--- src/pkg/sgc_pkg.sv ---
// Functional notes
// - Pass-all bit forwards bad frames too, but only while sniffer mode is active.
// - Transmit flow control cleared: no pause frames are ever generated.
// - Receive flow control cleared: received pause frames are ignored, no throttling.
// - Length check set: drop frames whose length field below 1500 mismatches real length.
// - Aging enable bit, reset one, turns address aging on or off.
// - Fast-age bit set: aging period becomes 800 microseconds.
// - Aggressive back-off bit selects non-standard back-off on half-duplex ports.
// - Pass-pause bit set: received flow control frames are forwarded, not filtered.
// - Link-change aging set: link up-to-down triggers one fast pass under 800 us.
// - After the triggered fast pass, aging returns to the 300 s period.
// - Any port unplugged: every learned address is aged out.
// - VLAN bit set enables 802.1Q VLAN mode; cleared disables it.
// - IGMP snoop bit set: every forwarded IGMP frame also goes to the host port.
// - MLD snooping happens only while the MLD enable bit is set.
// - MLD option behaviour applies only while the MLD option bit is set.
// - Priority bit: 0 strict highest first, 1 weighted 8:4:2:1 over queues 3..0.
package sgc_pkg;
  // ==========================================================
  // Timing
  localparam int CLK_PERIOD_NS = 40;
  localparam int TICK_NS       = 1000;
  localparam int TICK_CYCLES   = TICK_NS / CLK_PERIOD_NS;
  localparam int NORMAL_AGE_S  = 300;
  localparam int NORMAL_AGE_US = NORMAL_AGE_S * 1000000;
  localparam int FAST_AGE_US   = 800;
  localparam int LINK_AGE_US   = 799;
  // ==========================================================
  // Register map (index, byte address is four times the index)
  localparam logic [29:0] CTL1_IDX   = 30'h02;
  localparam logic [29:0] CTL2_IDX   = 30'h04;
  localparam logic [15:0] CTL1_RESET = 16'h3400;
  localparam logic [15:0] CTL2_RESET = 16'h0000;
  localparam logic [15:0] CTL2_MASK  = 16'hF800;
  // ==========================================================
  // Field positions
  localparam int C1_PASS_ALL   = 15;
  localparam int C1_TXFC       = 13;
  localparam int C1_RXFC       = 12;
  localparam int C1_LEN_CHK    = 11;
  localparam int C1_AGE_EN     = 10;
  localparam int C1_FAST_AGE   = 9;
  localparam int C1_AGGR_BO    = 8;
  localparam int C1_PASS_PAUSE = 3;
  localparam int C1_LINK_AGE   = 0;
  localparam int C2_VLAN       = 15;
  localparam int C2_IGMP       = 14;
  localparam int C2_MLD        = 13;
  localparam int C2_MLD_OPT    = 12;
  localparam int C2_WFQ        = 11;
  // ==========================================================
  // Frame and queue constants
  localparam logic [15:0]      MAX_LEN_FIELD = 16'h05DC;
  localparam logic [3:0][3:0]  WFQ_WEIGHT    = {4'h8, 4'h4, 4'h2, 4'h1};
endpackage : sgc_pkg

--- src/design/age_timer.sv ---
`timescale 1ns/10ps
module age_timer #(
  parameter int NORMAL_TICKS = 300000000,
  parameter int FAST_TICKS   = 800,
  parameter int LINK_TICKS   = 799
) (
  input  wire logic       clk,
  input  wire logic       rst_n,
  input  wire logic       age_en,
  input  wire logic       fast_en,
  input  wire logic       link_age_en,
  input  wire logic [1:0] link_up,
  output logic            age_pass,
  output logic            flush_all
);
  import sgc_pkg::*;
  typedef struct packed {
    logic [4:0]  div;
    logic [31:0] cnt;
    logic        one_shot;
    logic [1:0]  link_prev;
    logic        pass;
    logic        flush;
  } age_st_t;
  age_st_t s_r, s_nxt;
  logic    down;
  logic    tick;
  logic [31:0] period;

  // ==========================================================
  // Tick divider, period select and aging pass sequencing
  always_comb begin
    s_nxt           = s_r;
    s_nxt.pass      = 1'b0;
    s_nxt.flush     = 1'b0;
    s_nxt.link_prev = link_up;
    down   = |(s_r.link_prev & ~link_up);
    tick   = (s_r.div == 5'(TICK_CYCLES - 1));
    s_nxt.div = tick ? 5'h00 : s_r.div + 5'h01;
    period = fast_en ? 32'(FAST_TICKS - 1) :
             s_r.one_shot ? 32'(LINK_TICKS - 1) : 32'(NORMAL_TICKS - 1);
    if (!age_en) begin
      s_nxt.cnt = 32'h0;
    end else if (s_r.cnt > period) begin
      // Period just shortened: restart so the count never overruns it
      s_nxt.cnt = 32'h0;
    end else if (tick) begin
      if (s_r.cnt >= period) begin
        s_nxt.cnt      = 32'h0;
        s_nxt.pass     = 1'b1;
        s_nxt.one_shot = 1'b0;
      end else begin
        s_nxt.cnt = s_r.cnt + 32'h1;
      end
    end
    // Link loss: flush always, and arm one fast pass if link_age_en is set; set beats clear
    if (down) begin
      s_nxt.flush = 1'b1;
      if (link_age_en) begin
        s_nxt.one_shot = 1'b1;
        s_nxt.cnt      = 32'h0;
      end
    end
  end

  // State register
  always_ff @(posedge clk or negedge rst_n) begin
    if (!rst_n) s_r <= '0;
    else        s_r <= s_nxt;
  end

  assign age_pass  = s_r.pass;
  assign flush_all = s_r.flush;
endmodule : age_timer

--- src/design/wfq_sched.sv ---
`timescale 1ns/10ps
module wfq_sched (
  input  wire logic       clk,
  input  wire logic       rst_n,
  input  wire logic       wfq_en,
  input  wire logic [3:0] q_ready,
  input  wire logic       slot,
  output logic            grant_valid,
  output logic [1:0]      grant_q
);
  import sgc_pkg::*;
  typedef struct packed {
    logic [3:0][3:0] credit;
    logic            gv;
    logic [1:0]      gq;
  } wfq_st_t;
  wfq_st_t s_r, s_nxt;
  logic [1:0] hi;
  logic [3:0] elig;
  logic [3:0] c;
  logic [1:0] pick;

  // Highest set index of a queue mask
  function automatic logic [1:0] top_of(input logic [3:0] m);
    logic [1:0] r;
    r = 2'h0;
    for (int i = 0; i < 4; i++) if (m[i]) r = 2'(i);
    return r;
  endfunction : top_of

  // ==========================================================
  // Grant selection: strict priority or credit-weighted service
  always_comb begin
    s_nxt    = s_r;
    s_nxt.gv = 1'b0;
    hi       = top_of(q_ready);
    c        = 4'h0;
    for (int i = 0; i < 4; i++) elig[i] = q_ready[i] && (s_r.credit[i] != 4'h0);
    pick = top_of(elig);
    if (slot && (|q_ready)) begin
      s_nxt.gv = 1'b1;
      if (!wfq_en) begin
        s_nxt.gq = hi;
      end else begin
        // Out of credit: reload, highest busy queue takes one per idle queue
        if (elig == 4'h0) begin
          for (int i = 0; i < 4; i++) c = c + {3'h0, ~q_ready[i]};
          for (int i = 0; i < 4; i++)
            s_nxt.credit[i] = WFQ_WEIGHT[i] + ((2'(i) == hi) ? c : 4'h0);
          pick = hi;
        end
        s_nxt.gq = pick;
        s_nxt.credit[pick] = s_nxt.credit[pick] - 4'h1;
      end
    end
  end

  // State register
  always_ff @(posedge clk or negedge rst_n) begin
    if (!rst_n) s_r <= '0;
    else        s_r <= s_nxt;
  end

  assign grant_valid = s_r.gv;
  assign grant_q     = s_r.gq;
endmodule : wfq_sched

--- src/design/switch_global_control_regs.sv ---
// Our own choice: the AHB-Lite slave port.
`timescale 1ns/10ps
module switch_global_control_regs #(
  parameter int NORMAL_AGE_TICKS = sgc_pkg::NORMAL_AGE_US,
  parameter int FAST_AGE_TICKS   = sgc_pkg::FAST_AGE_US,
  parameter int LINK_AGE_TICKS   = sgc_pkg::LINK_AGE_US
) (
  input  wire logic        CORE_CLK,
  input  wire logic        RST_N,
  // AHB-Lite slave
  input  wire logic        HSEL,
  input  wire logic [31:0] HADDR,
  input  wire logic [1:0]  HTRANS,
  input  wire logic        HWRITE,
  input  wire logic [2:0]  HSIZE,
  input  wire logic [31:0] HWDATA,
  input  wire logic        HREADY,
  output logic             HREADYOUT,
  output logic             HRESP,
  output logic [31:0]      HRDATA,
  // Frame verdict
  input  wire logic        RX_FRAME_VALID,
  input  wire logic        RX_FRAME_BAD,
  input  wire logic        RX_IS_PAUSE,
  input  wire logic        RX_IS_IGMP,
  input  wire logic        RX_IS_MLD,
  input  wire logic [15:0] RX_LEN_FIELD,
  input  wire logic [15:0] RX_ACT_LEN,
  input  wire logic        SNIFFER_ACTIVE,
  output logic             RX_FORWARD,
  output logic             RX_DROP,
  output logic             RX_TO_HOST,
  output logic             RX_PAUSE_HONOR,
  // Flow control
  input  wire logic        TX_PAUSE_REQ,
  output logic             TX_PAUSE_GEN,
  // Mode levels
  output logic             AGGR_BACKOFF_EN,
  output logic             VLAN_EN,
  output logic             MLD_SNOOP_EN,
  output logic             MLD_OPT_EN,
  // Aging
  input  wire logic [1:0]  PORT_LINK_UP,
  output logic             AGE_PASS,
  output logic             AGE_FLUSH_ALL,
  // Output queue service
  input  wire logic [3:0]  TXQ_READY,
  input  wire logic        TXQ_SLOT,
  output logic             TXQ_GRANT_VALID,
  output logic [1:0]       TXQ_GRANT_SEL
);
  import sgc_pkg::*;

  typedef struct packed {
    logic [15:0] ctl1;
    logic [15:0] ctl2;
    logic        dp_wr1;
    logic        dp_wr2;
    logic [31:0] rdata;
    logic        fwd;
    logic        drop;
    logic        host;
    logic        honor;
    logic        txp;
  } regs_st_t;

  regs_st_t   s_r, s_nxt;
  logic [1:0] rst_sync_r;
  logic       rst_n_i;
  logic       addr_ph;
  logic       hit1;
  logic       hit2;
  logic       len_err;
  logic       bad_drop;
  logic       pause_drop;
  logic       snoop;

  // ==========================================================
  // Reset release through two flops
  always_ff @(posedge CORE_CLK or negedge RST_N) begin
    if (!RST_N) rst_sync_r <= 2'h0;
    else        rst_sync_r <= {rst_sync_r[0], 1'b1};
  end
  assign rst_n_i = rst_sync_r[1];

  // ==========================================================
  // Bus decode: zero-wait slave, always OKAY
  assign HREADYOUT = 1'b1;
  assign HRESP     = 1'b0;
  assign addr_ph   = HSEL && HREADY && HTRANS[1];
  assign hit1      = (HADDR[31:2] == CTL1_IDX) && (HADDR[1:0] == 2'h0);
  assign hit2      = (HADDR[31:2] == CTL2_IDX) && (HADDR[1:0] == 2'h0);

  // Frame classification terms
  assign len_err    = s_r.ctl1[C1_LEN_CHK] && (RX_LEN_FIELD < MAX_LEN_FIELD)
                      && (RX_LEN_FIELD != RX_ACT_LEN);
  assign bad_drop   = RX_FRAME_BAD && !(s_r.ctl1[C1_PASS_ALL] && SNIFFER_ACTIVE);
  assign pause_drop = RX_IS_PAUSE && !s_r.ctl1[C1_PASS_PAUSE];
  assign snoop      = (RX_IS_IGMP && s_r.ctl2[C2_IGMP])
                      || (RX_IS_MLD && s_r.ctl2[C2_MLD]);

  // ==========================================================
  // Next state: register writes, read data, frame verdicts
  always_comb begin
    s_nxt        = s_r;
    s_nxt.dp_wr1 = addr_ph && HWRITE && hit1;
    s_nxt.dp_wr2 = addr_ph && HWRITE && hit2;
    // Data phase write lands first so a following read sees it
    if (s_r.dp_wr1) s_nxt.ctl1 = HWDATA[15:0];
    if (s_r.dp_wr2) s_nxt.ctl2 = HWDATA[15:0] & CTL2_MASK;
    if (addr_ph && !HWRITE) begin
      s_nxt.rdata = hit1 ? {16'h0000, s_nxt.ctl1} :
                    hit2 ? {16'h0000, s_nxt.ctl2} : 32'h0000_0000;
    end
    // One verdict per offered frame, pulses otherwise low
    s_nxt.fwd   = 1'b0;
    s_nxt.drop  = 1'b0;
    s_nxt.host  = 1'b0;
    s_nxt.honor = 1'b0;
    if (RX_FRAME_VALID) begin
      s_nxt.drop  = len_err || bad_drop || pause_drop;
      s_nxt.fwd   = !(len_err || bad_drop || pause_drop);
      s_nxt.host  = s_nxt.fwd && snoop;
      s_nxt.honor = RX_IS_PAUSE && s_r.ctl1[C1_RXFC];
    end
    s_nxt.txp = TX_PAUSE_REQ && s_r.ctl1[C1_TXFC];
  end

  // State register
  always_ff @(posedge CORE_CLK or negedge rst_n_i) begin
    if (!rst_n_i) begin
      s_r      <= '0;
      s_r.ctl1 <= CTL1_RESET;
      s_r.ctl2 <= CTL2_RESET;
    end else begin
      s_r <= s_nxt;
    end
  end

  // ==========================================================
  // Outputs
  assign HRDATA          = s_r.rdata;
  assign RX_FORWARD      = s_r.fwd;
  assign RX_DROP         = s_r.drop;
  assign RX_TO_HOST      = s_r.host;
  assign RX_PAUSE_HONOR  = s_r.honor;
  assign TX_PAUSE_GEN    = s_r.txp;
  assign AGGR_BACKOFF_EN = s_r.ctl1[C1_AGGR_BO];
  assign VLAN_EN         = s_r.ctl2[C2_VLAN];
  assign MLD_SNOOP_EN    = s_r.ctl2[C2_MLD];
  assign MLD_OPT_EN      = s_r.ctl2[C2_MLD] && s_r.ctl2[C2_MLD_OPT];

  // ==========================================================
  // Address table aging sequencer
  age_timer #(
    .NORMAL_TICKS (NORMAL_AGE_TICKS),
    .FAST_TICKS   (FAST_AGE_TICKS),
    .LINK_TICKS   (LINK_AGE_TICKS)
  ) u_age (
    .clk         (CORE_CLK),
    .rst_n       (rst_n_i),
    .age_en      (s_r.ctl1[C1_AGE_EN]),
    .fast_en     (s_r.ctl1[C1_FAST_AGE]),
    .link_age_en (s_r.ctl1[C1_LINK_AGE]),
    .link_up     (PORT_LINK_UP),
    .age_pass    (AGE_PASS),
    .flush_all   (AGE_FLUSH_ALL)
  );

  // Output queue scheduler
  wfq_sched u_wfq (
    .clk         (CORE_CLK),
    .rst_n       (rst_n_i),
    .wfq_en      (s_r.ctl2[C2_WFQ]),
    .q_ready     (TXQ_READY),
    .slot        (TXQ_SLOT),
    .grant_valid (TXQ_GRANT_VALID),
    .grant_q     (TXQ_GRANT_SEL)
  );
endmodule : switch_global_control_regs

--- config.mk ---
export PLATFORM = sky130hd
export DESIGN_NAME = switch_global_control_regs
export DESIGN_NICKNAME = d
export VERILOG_FILES = /design/src/pkg/sgc_pkg.sv /design/src/design/age_timer.sv /design/src/design/wfq_sched.sv /design/src/design/switch_global_control_regs.sv
export SDC_FILE = /design/constraint.sdc
export NUM_CORES = 1
export LEC_CHECK = 0
export BUFFER_PORTS_ARGS = -buffer_cell sky130_fd_sc_hd__clkbuf_2
export CORE_MARGIN = 2
export CORE_UTILIZATION = 48
export CTS_CLUSTER_SIZE = 10
export DETAILED_ROUTE_END_ITERATION = 6
export GPL_TIMING_DRIVEN = 0
export PLACE_DENSITY = 0.76
export SETUP_SLACK_MARGIN = 0.3
export SYNTH_ARGS = -nofsm -noshare
export SYNTH_HDL_FRONTEND = slang
export SYNTH_SLANG_ARGS = --single-unit
--- constraint.sdc ---
create_clock -name CORE_CLK -period 3.2 [get_ports CORE_CLK]
set_input_delay 0.16 -clock CORE_CLK [delete_from_list [all_inputs] [get_ports CORE_CLK]]
set_output_delay 0.16 -clock CORE_CLK [all_outputs]
set_load 0.01 [all_outputs]
* Word level (Yosys, flattened, before mapping)
Cells that the tools add are included.
W data, S select, Z words.
** Word-level totals
- Input port bits :: 120
- Bits in registers :: 134
- Word-level logic and storage cells :: 138
- Output and inout bits :: 48
** Operators by class
- Bitwise logic cells :: 6
- Multiplexer cells :: 45
- Reduce and logical (&&, ||, !) cells :: 42
- Magnitude comparators :: 5
- Equality and inequality tests :: 7
- $add $sub $neg :: 10
** Operators with widths (number)
- $mux W32 :: 4
- $mux W16 :: 7
- $mux W33 :: 3
- $add A32 B1 Y32 const B :: 1
- $ge A32 B32 Y1 :: 1
- $gt A32 B32 Y1 :: 1
- $eq A30 B2 Y1 const B :: 1
- $eq A30 B3 Y1 const B :: 1
- $mux W29 :: 1
- $mux W4 :: 7
- $logic_and A1 B1 Y1 :: 25
- $bwmux W16 :: 1
- $lt A16 B11 Y1 const B :: 1
- $mux W2 :: 8
- $ne A16 B16 Y1 :: 1
- $reduce_bool A4 Y1 :: 4
- $mux W1 :: 10
- $add A4 B1 Y4 :: 2
- $bmux W4 S2 :: 1
- $demux W4 S2 :: 1
- $add A5 B1 Y5 const B :: 1
- $eq A5 B5 Y1 const B :: 1
- $mux W5 :: 1
- $add A1 B4 Y4 const A :: 1
- other kinds (20) :: 30

* Logic depth before layout (Yosys ltp)
- Depth after elaboration :: 13
- Mapped depth :: 14
- Mapped depth without buffers :: 13

* Modules after synthesis
Synthesis repeated with hierarchy kept, for this count alone.
** Second synthesis, totals
- Cells, all modules :: 708
- Area total of the unflattened synthesis :: 7074.3 um^2
** Modules (own cells, without submodules)
- switch_global_control_regs :: cells each 282, area each 3095.5 um^2, sequential area each 1430.1 um^2, times used 1
- age_timer :: cells each 243, area each 2408.6 um^2, sequential area each 1051.0 um^2, times used 1
- wfq_sched :: cells each 183, area each 1570.3 um^2, sequential area each 475.5 um^2, times used 1

* Worst setup path before layout
OpenSTA, ideal clock, no wires.
- Path type :: in2reg
- From :: in TXQ_READY[1]
- To :: reg u_wfq.s_r[10] (netlist bit)
- Stages on the path :: 12
- Buffers on the path :: 1
- Setup slack :: -0.040 ns
- Required time :: 3.077 ns
- Data arrival time :: 3.117 ns
- Library setup time :: 0.123 ns
- Path through :: clkbuf_1 -> inv_1 -> ha_1 -> fa_1 -> nor4b_1 -> ha_1 -> xor2_1 -> a21oi_1 -> a2111oi_2 -> nand3_2 -> xor2_1 -> o221a_1
** Between the ends
- Cells in the longest elaborated chain, start to end :: 13
- Elaborated cells on any way between the ends :: 42
- Those cells by class :: add/sub (8); order compare (2); eq/ne (3); mux (21); bitwise (1); reduce/logical (7)
** RTL lines
- from (decl) :: line switch_global_control_regs.sv:47 : input wire logic [3:0] TXQ_READY,
- $not A1 Y1 or $mux W1 (tied branches) :: line wfq_sched.sv:47, wfq_sched.sv:27
- $add A1 B1 Y2 or $mux W2 (tied branches) :: line wfq_sched.sv:47, wfq_sched.sv:27
- $add A4 B1 Y4 or $mux W2 (tied branches) :: line wfq_sched.sv:47, wfq_sched.sv:27
- $add A4 B1 Y4 (tied with other cells) :: line wfq_sched.sv:47 : for (int i = 0; i < 4; i++) c = c + {3'h0, ~q_ready[i]};
- $mux W4 :: line wfq_sched.sv:49 : s_nxt.credit[i] = WFQ_WEIGHT[i] + ((2'(i) == hi) ? c : 4'h0);
- $add A1 B4 Y4 (tied with other cells) :: line wfq_sched.sv:49
- $mux W16 :: line wfq_sched.sv:46 : if (elig == 4'h0) begin
- $mux W16 :: line wfq_sched.sv:42 : if (!wfq_en) begin
- $mux W16 :: line wfq_sched.sv:40 : if (slot && (|q_ready)) begin
- $bmux W4 S2 :: line wfq_sched.sv:53 : s_nxt.credit[pick] = s_nxt.credit[pick] - 4'h1;
- $mux W4 (not written as such) :: line wfq_sched.sv:53
- $sub A4 B1 Y4 :: line wfq_sched.sv:53
- $bwmux W16 :: line wfq_sched.sv:53
- to (signal assigned) :: line wfq_sched.sv:61 : else s_r <= s_nxt;
- to (decl) :: line wfq_sched.sv:17 : wfq_st_t s_r, s_nxt;
Parallel ways exist; a longest one is shown, timed or not. The select of a mux whose other input is x is not followed.
A chain may end at the register's enable or synchronous reset.

* Worst setup path after layout
- From :: reg u_wfq.s_r[17] (netlist bit)
- To :: reg u_wfq.s_r[10] (netlist bit)
** Between the ends
- Cells in the longest elaborated chain, start to end :: 11
- Elaborated cells on any way between the ends :: 19
- Those cells by class :: add/sub (1); order compare (2); mux (12); reduce/logical (4)
** RTL lines (line)
- parallel branches: the longest is 10 deep, another holds $sub A4 B1 Y4
- $bwmux W16 (*) :: wfq_sched.sv:53
Every way passes the cells marked *. The select of a mux whose other input is x is not followed.

==> impl_metrics.yaml <==
yosys:
  syn_inst: 662
  synth-edff-count: 0
  synthArstFlopShare: 1.00
  synth-seq-area-share: 0.454
  synth_flop_cell: "dfrtp_1"
  synth_seq_cells: 118
  synth_area_per_cell_um2: 9.83
  synth_cell_types: 65
  yosysWarningCount: 0
  synthesis.area_um2: 6510
power_and_ir_drop:
  combPwrFrac: 0.102
  cellInternalPower_mw: 2.70
  netSwitchingFraction: 0.253
  switching_power_uw: 914
  power-per-cell-area_nw_per_um2: 418
  leakage_nw: 4.08
  clkPwrFrac: 0.479
  vdd_drop_max_mv: 0.346
  seq_power_share: 0.419
critical_path:
  setup.worst_path.start_class: "flop"
  cpMostUsedCell: "buf_4"
  crit_type: "reg2reg"
  arrival_ns: 3.19
  r2r-start: "u_wfq.s_r[17]$_DFFE_PN0P_"
  required_ns: 3.49
  end_kind: "flop"
  rr_worst_depth: 10
  cp_max_fo: 4
  worstPathCellList: "o41a_1 -> nor4_4 -> buf_4 -> buf_4 -> mux2i_2 -> nor2b_4 -> a2111oi_4 -> nand3_2 -> xor2_4 -> o221a_1"
  cpPeakStageDelay_ns: 0.54
  rrSetupSlack_ns: 0.30
  slowest_stage: "o41a_1"
  reg2reg_to: "u_wfq.s_r[10]$_DFFE_PN0P_"
timing:
  slew_headroom: 0.0623
  drv_slew: 0
  setup_violations: 0
  tns_ns: 0
  rsz0062_at_grt: "yes"
  hold_viol: 0
  period_share: 0.907
  fin_skew_ns: 0.0170
  max_freq_ghz: 0.345
  tightest_slew_ns: 1.39
  min_period_ns: 2.90
cells_and_area:
  nets: 1013
  fin_cells: 1060
  area_growth_pct: 33.1
  mostFrequentLayoutCells: "clkbuf_2 (130), dfrtp_1 (110), nand2_1 (65)"
  num_antenna_cells: 0
  final_common_cell: "clkbuf_2"
  drive_above_1_share: 0.335
hold_path:
  min-delay-start: "RX_IS_MLD"
  holdPathEnd: "RX_TO_HOST$_DFF_PN0_"
  min_path_cells: 3
  hold_class: "in2reg"
cts:
  root_buffer: "clkbuf_16"
  clk_pin_slew_ns: 0.06
  worstSkewPairLatency_ns: 0.42
  cts_buffer_depth: 2
  cts-buffers-inserted: 17
  cts_max_level: 4
  cts_num_sinks: 118
  cts_tree: "yes"
place:
  placedCellCount: 985
  dp_hpwl_um: 11400
  io_buffers: 127
  gp_congestion: 0.964
outcome:
  outcome: "finished clean"
routing:
  ant_nets: 0
  drc: 0
  drtIter0Drc: 474
  via_per_inst: 5.39
  drt-total-wl_um: 16500
  vias: 5714
  wl_per_cell_um: 15.6
  firstDrtPassIters: 6
die:
  initial_core_util: 0.492
  die_w_um: 120
  row_count: 42
  ioPinCount: 168
  die_h_um: 120
  core_area_um2: 13200
  dieArea_um2: 14500
global_routing:
  grtUsageTotal: 0.225
  grt_first_pass_wirelength_um: 25700
  first_global_vias: 5447
  antenna_found_initial: 0
  grt_max_degree: 73
  grt_overflow: 0
run:
  drv_cap: 0
[sequential cells by signal, indices dropped and copies added (netlist names), 2 cells and up]
name and count:
rst_sync_r 2, HRDATA 16, u_age.s_r 40, u_wfq.grant_q 2
u_wfq.s_r 16, s_r 31
[per-layer routing]
| metal | global-route usage | vias to the layer above | routed length, um | share of wire |
|---|---|---|---|---|
| met4 | 0.0850 | 0 | 439 | 0.027 |
| met5 | 0 | - | 0 | 0 |
| li1 | - | 2728 | - | - |
| met2 | 0.373 | 212 | 8210 | 0.50 |
| met1 | 0.288 | 2731 | 7000 | 0.42 |
| met3 | 0.0491 | 43 | 879 | 0.053 |
[through the flow]
step	cell area, um2	utilization	power [mW]	worst slack, ns	hold WS, ns
2_1_floorplan	6630	-	1.71	0.317	-0.136
3_3_place_gp	7490	0.566	1.83	-0.278	-0.0546
3_5_place_dp	7530	0.568	1.84	-0.249	-0.0539
5_1_grt	8660	0.654	3.74	0.229	0.0218
4_1_cts	8400	0.634	3.60	0.308	0.000205
6_report	8660	0.654	3.62	0.298	0.0130
[area by class of cell]
cell class                      instances  area (um2)
Clock inverter                         13         100
Sequential cell                       118        2970
Tap cell                              176         220
Buffer                                 60         400
Fill cell                            1087        4580
Timing Repair Buffer                  171        1040
Multi-Input combinational cell        481        3410
Clock buffer                           19         443
Inverter                               22        82.6
[critical path, delay by kind of cell (launching register included)]
kind,cells,cell delay (ns)
flip-flops,1,0.42
AO/OA/AOI/OAI,3,1.08
buffers and inverters,2,0.32
XOR/XNOR,1,0.21
multiplexers,1,0.08
AND/OR/NAND/NOR,3,0.67
[worst max path at each step]
stage | depth (start not counted) | slack, ns | endpoint | from
after global routing | 10 | 0.23 | u_wfq.s_r[10]$_DFFE_PN0P_ | u_wfq.s_r[17]$_DFFE_PN0P_
after global placement | 12 | -0.28 | u_wfq.s_r[5]$_DFFE_PN0P_ | TXQ_READY[3]
after CTS | 10 | 0.31 | u_wfq.s_r[12]$_DFFE_PN0P_ | u_wfq.s_r[11]$_DFFE_PN0P_
after detailed placement | 12 | -0.25 | u_wfq.s_r[9]$_DFFE_PN0P_ | TXQ_READY[3]
after floorplan | 12 | 0.32 | u_wfq.s_r[10]$_DFFE_PN0P_ | TXQ_READY[1]
final | 10 | 0.30 | u_wfq.s_r[10]$_DFFE_PN0P_ | u_wfq.s_r[17]$_DFFE_PN0P_
[synthesized netlist by cell type (5+ instances only)]
cell      instances  area share
nor2b_1          16       0.015
buf_4            36       0.042
clkbuf_1         23       0.013
xor2_1           20       0.027
ha_1             21       0.040
nor2_1           39       0.022
nand2_1          65       0.037
nand3_1          20       0.015
nor4_1           12       0.012
inv_1            22       0.013
a22oi_1          18       0.021
xnor2_1          29       0.039
and3_1           11       0.011
nand4_1          18       0.017
a22o_1            5      0.0067
mux2_2           20       0.035
a21oi_1          26       0.020
mux2i_1           6      0.0092
and2_1            5      0.0048
o21ai_0          33       0.025
nor3_1           36       0.028
dfrtp_1         115        0.44
[power groups by stage]
stage | combinational, mW | sequential [mW] | clock (mW)
finish | 0.369 | 1.52 | 1.73
global route | 0.395 | 1.52 | 1.82
CTS | 0.331 | 1.52 | 1.75
detailed placement | 0.293 | 1.54 | 0
global placement | 0.270 | 1.56 | 0
floorplan | 0.158 | 1.55 | 0
[cell families (layout without fill, tap and decap cells)]
family,count (synthesis),count (layout),share of synthesized area
xor+xnor,49,49,0.0659
buf+inv,82,285,0.0692
flops,118,118,0.454
other cells,2,21,0.00115
compound gates,121,121,0.131
mux,26,26,0.0438
fa+ha+maj,22,22,0.0434
simple gates,242,242,0.191
[repair_timing]
action | CTS | global route
resized for setup | 20 | 31
setup endpoints to repair | 42 | 42
endpoints found under the hold margin | 21 | 0
setup buffers | 8 | 18
gates cloned | 0 | 0
pin swaps | 6 | 16
hold buffers | 17 | 0
No activity file was read; power rests on OpenSTA's default activity.
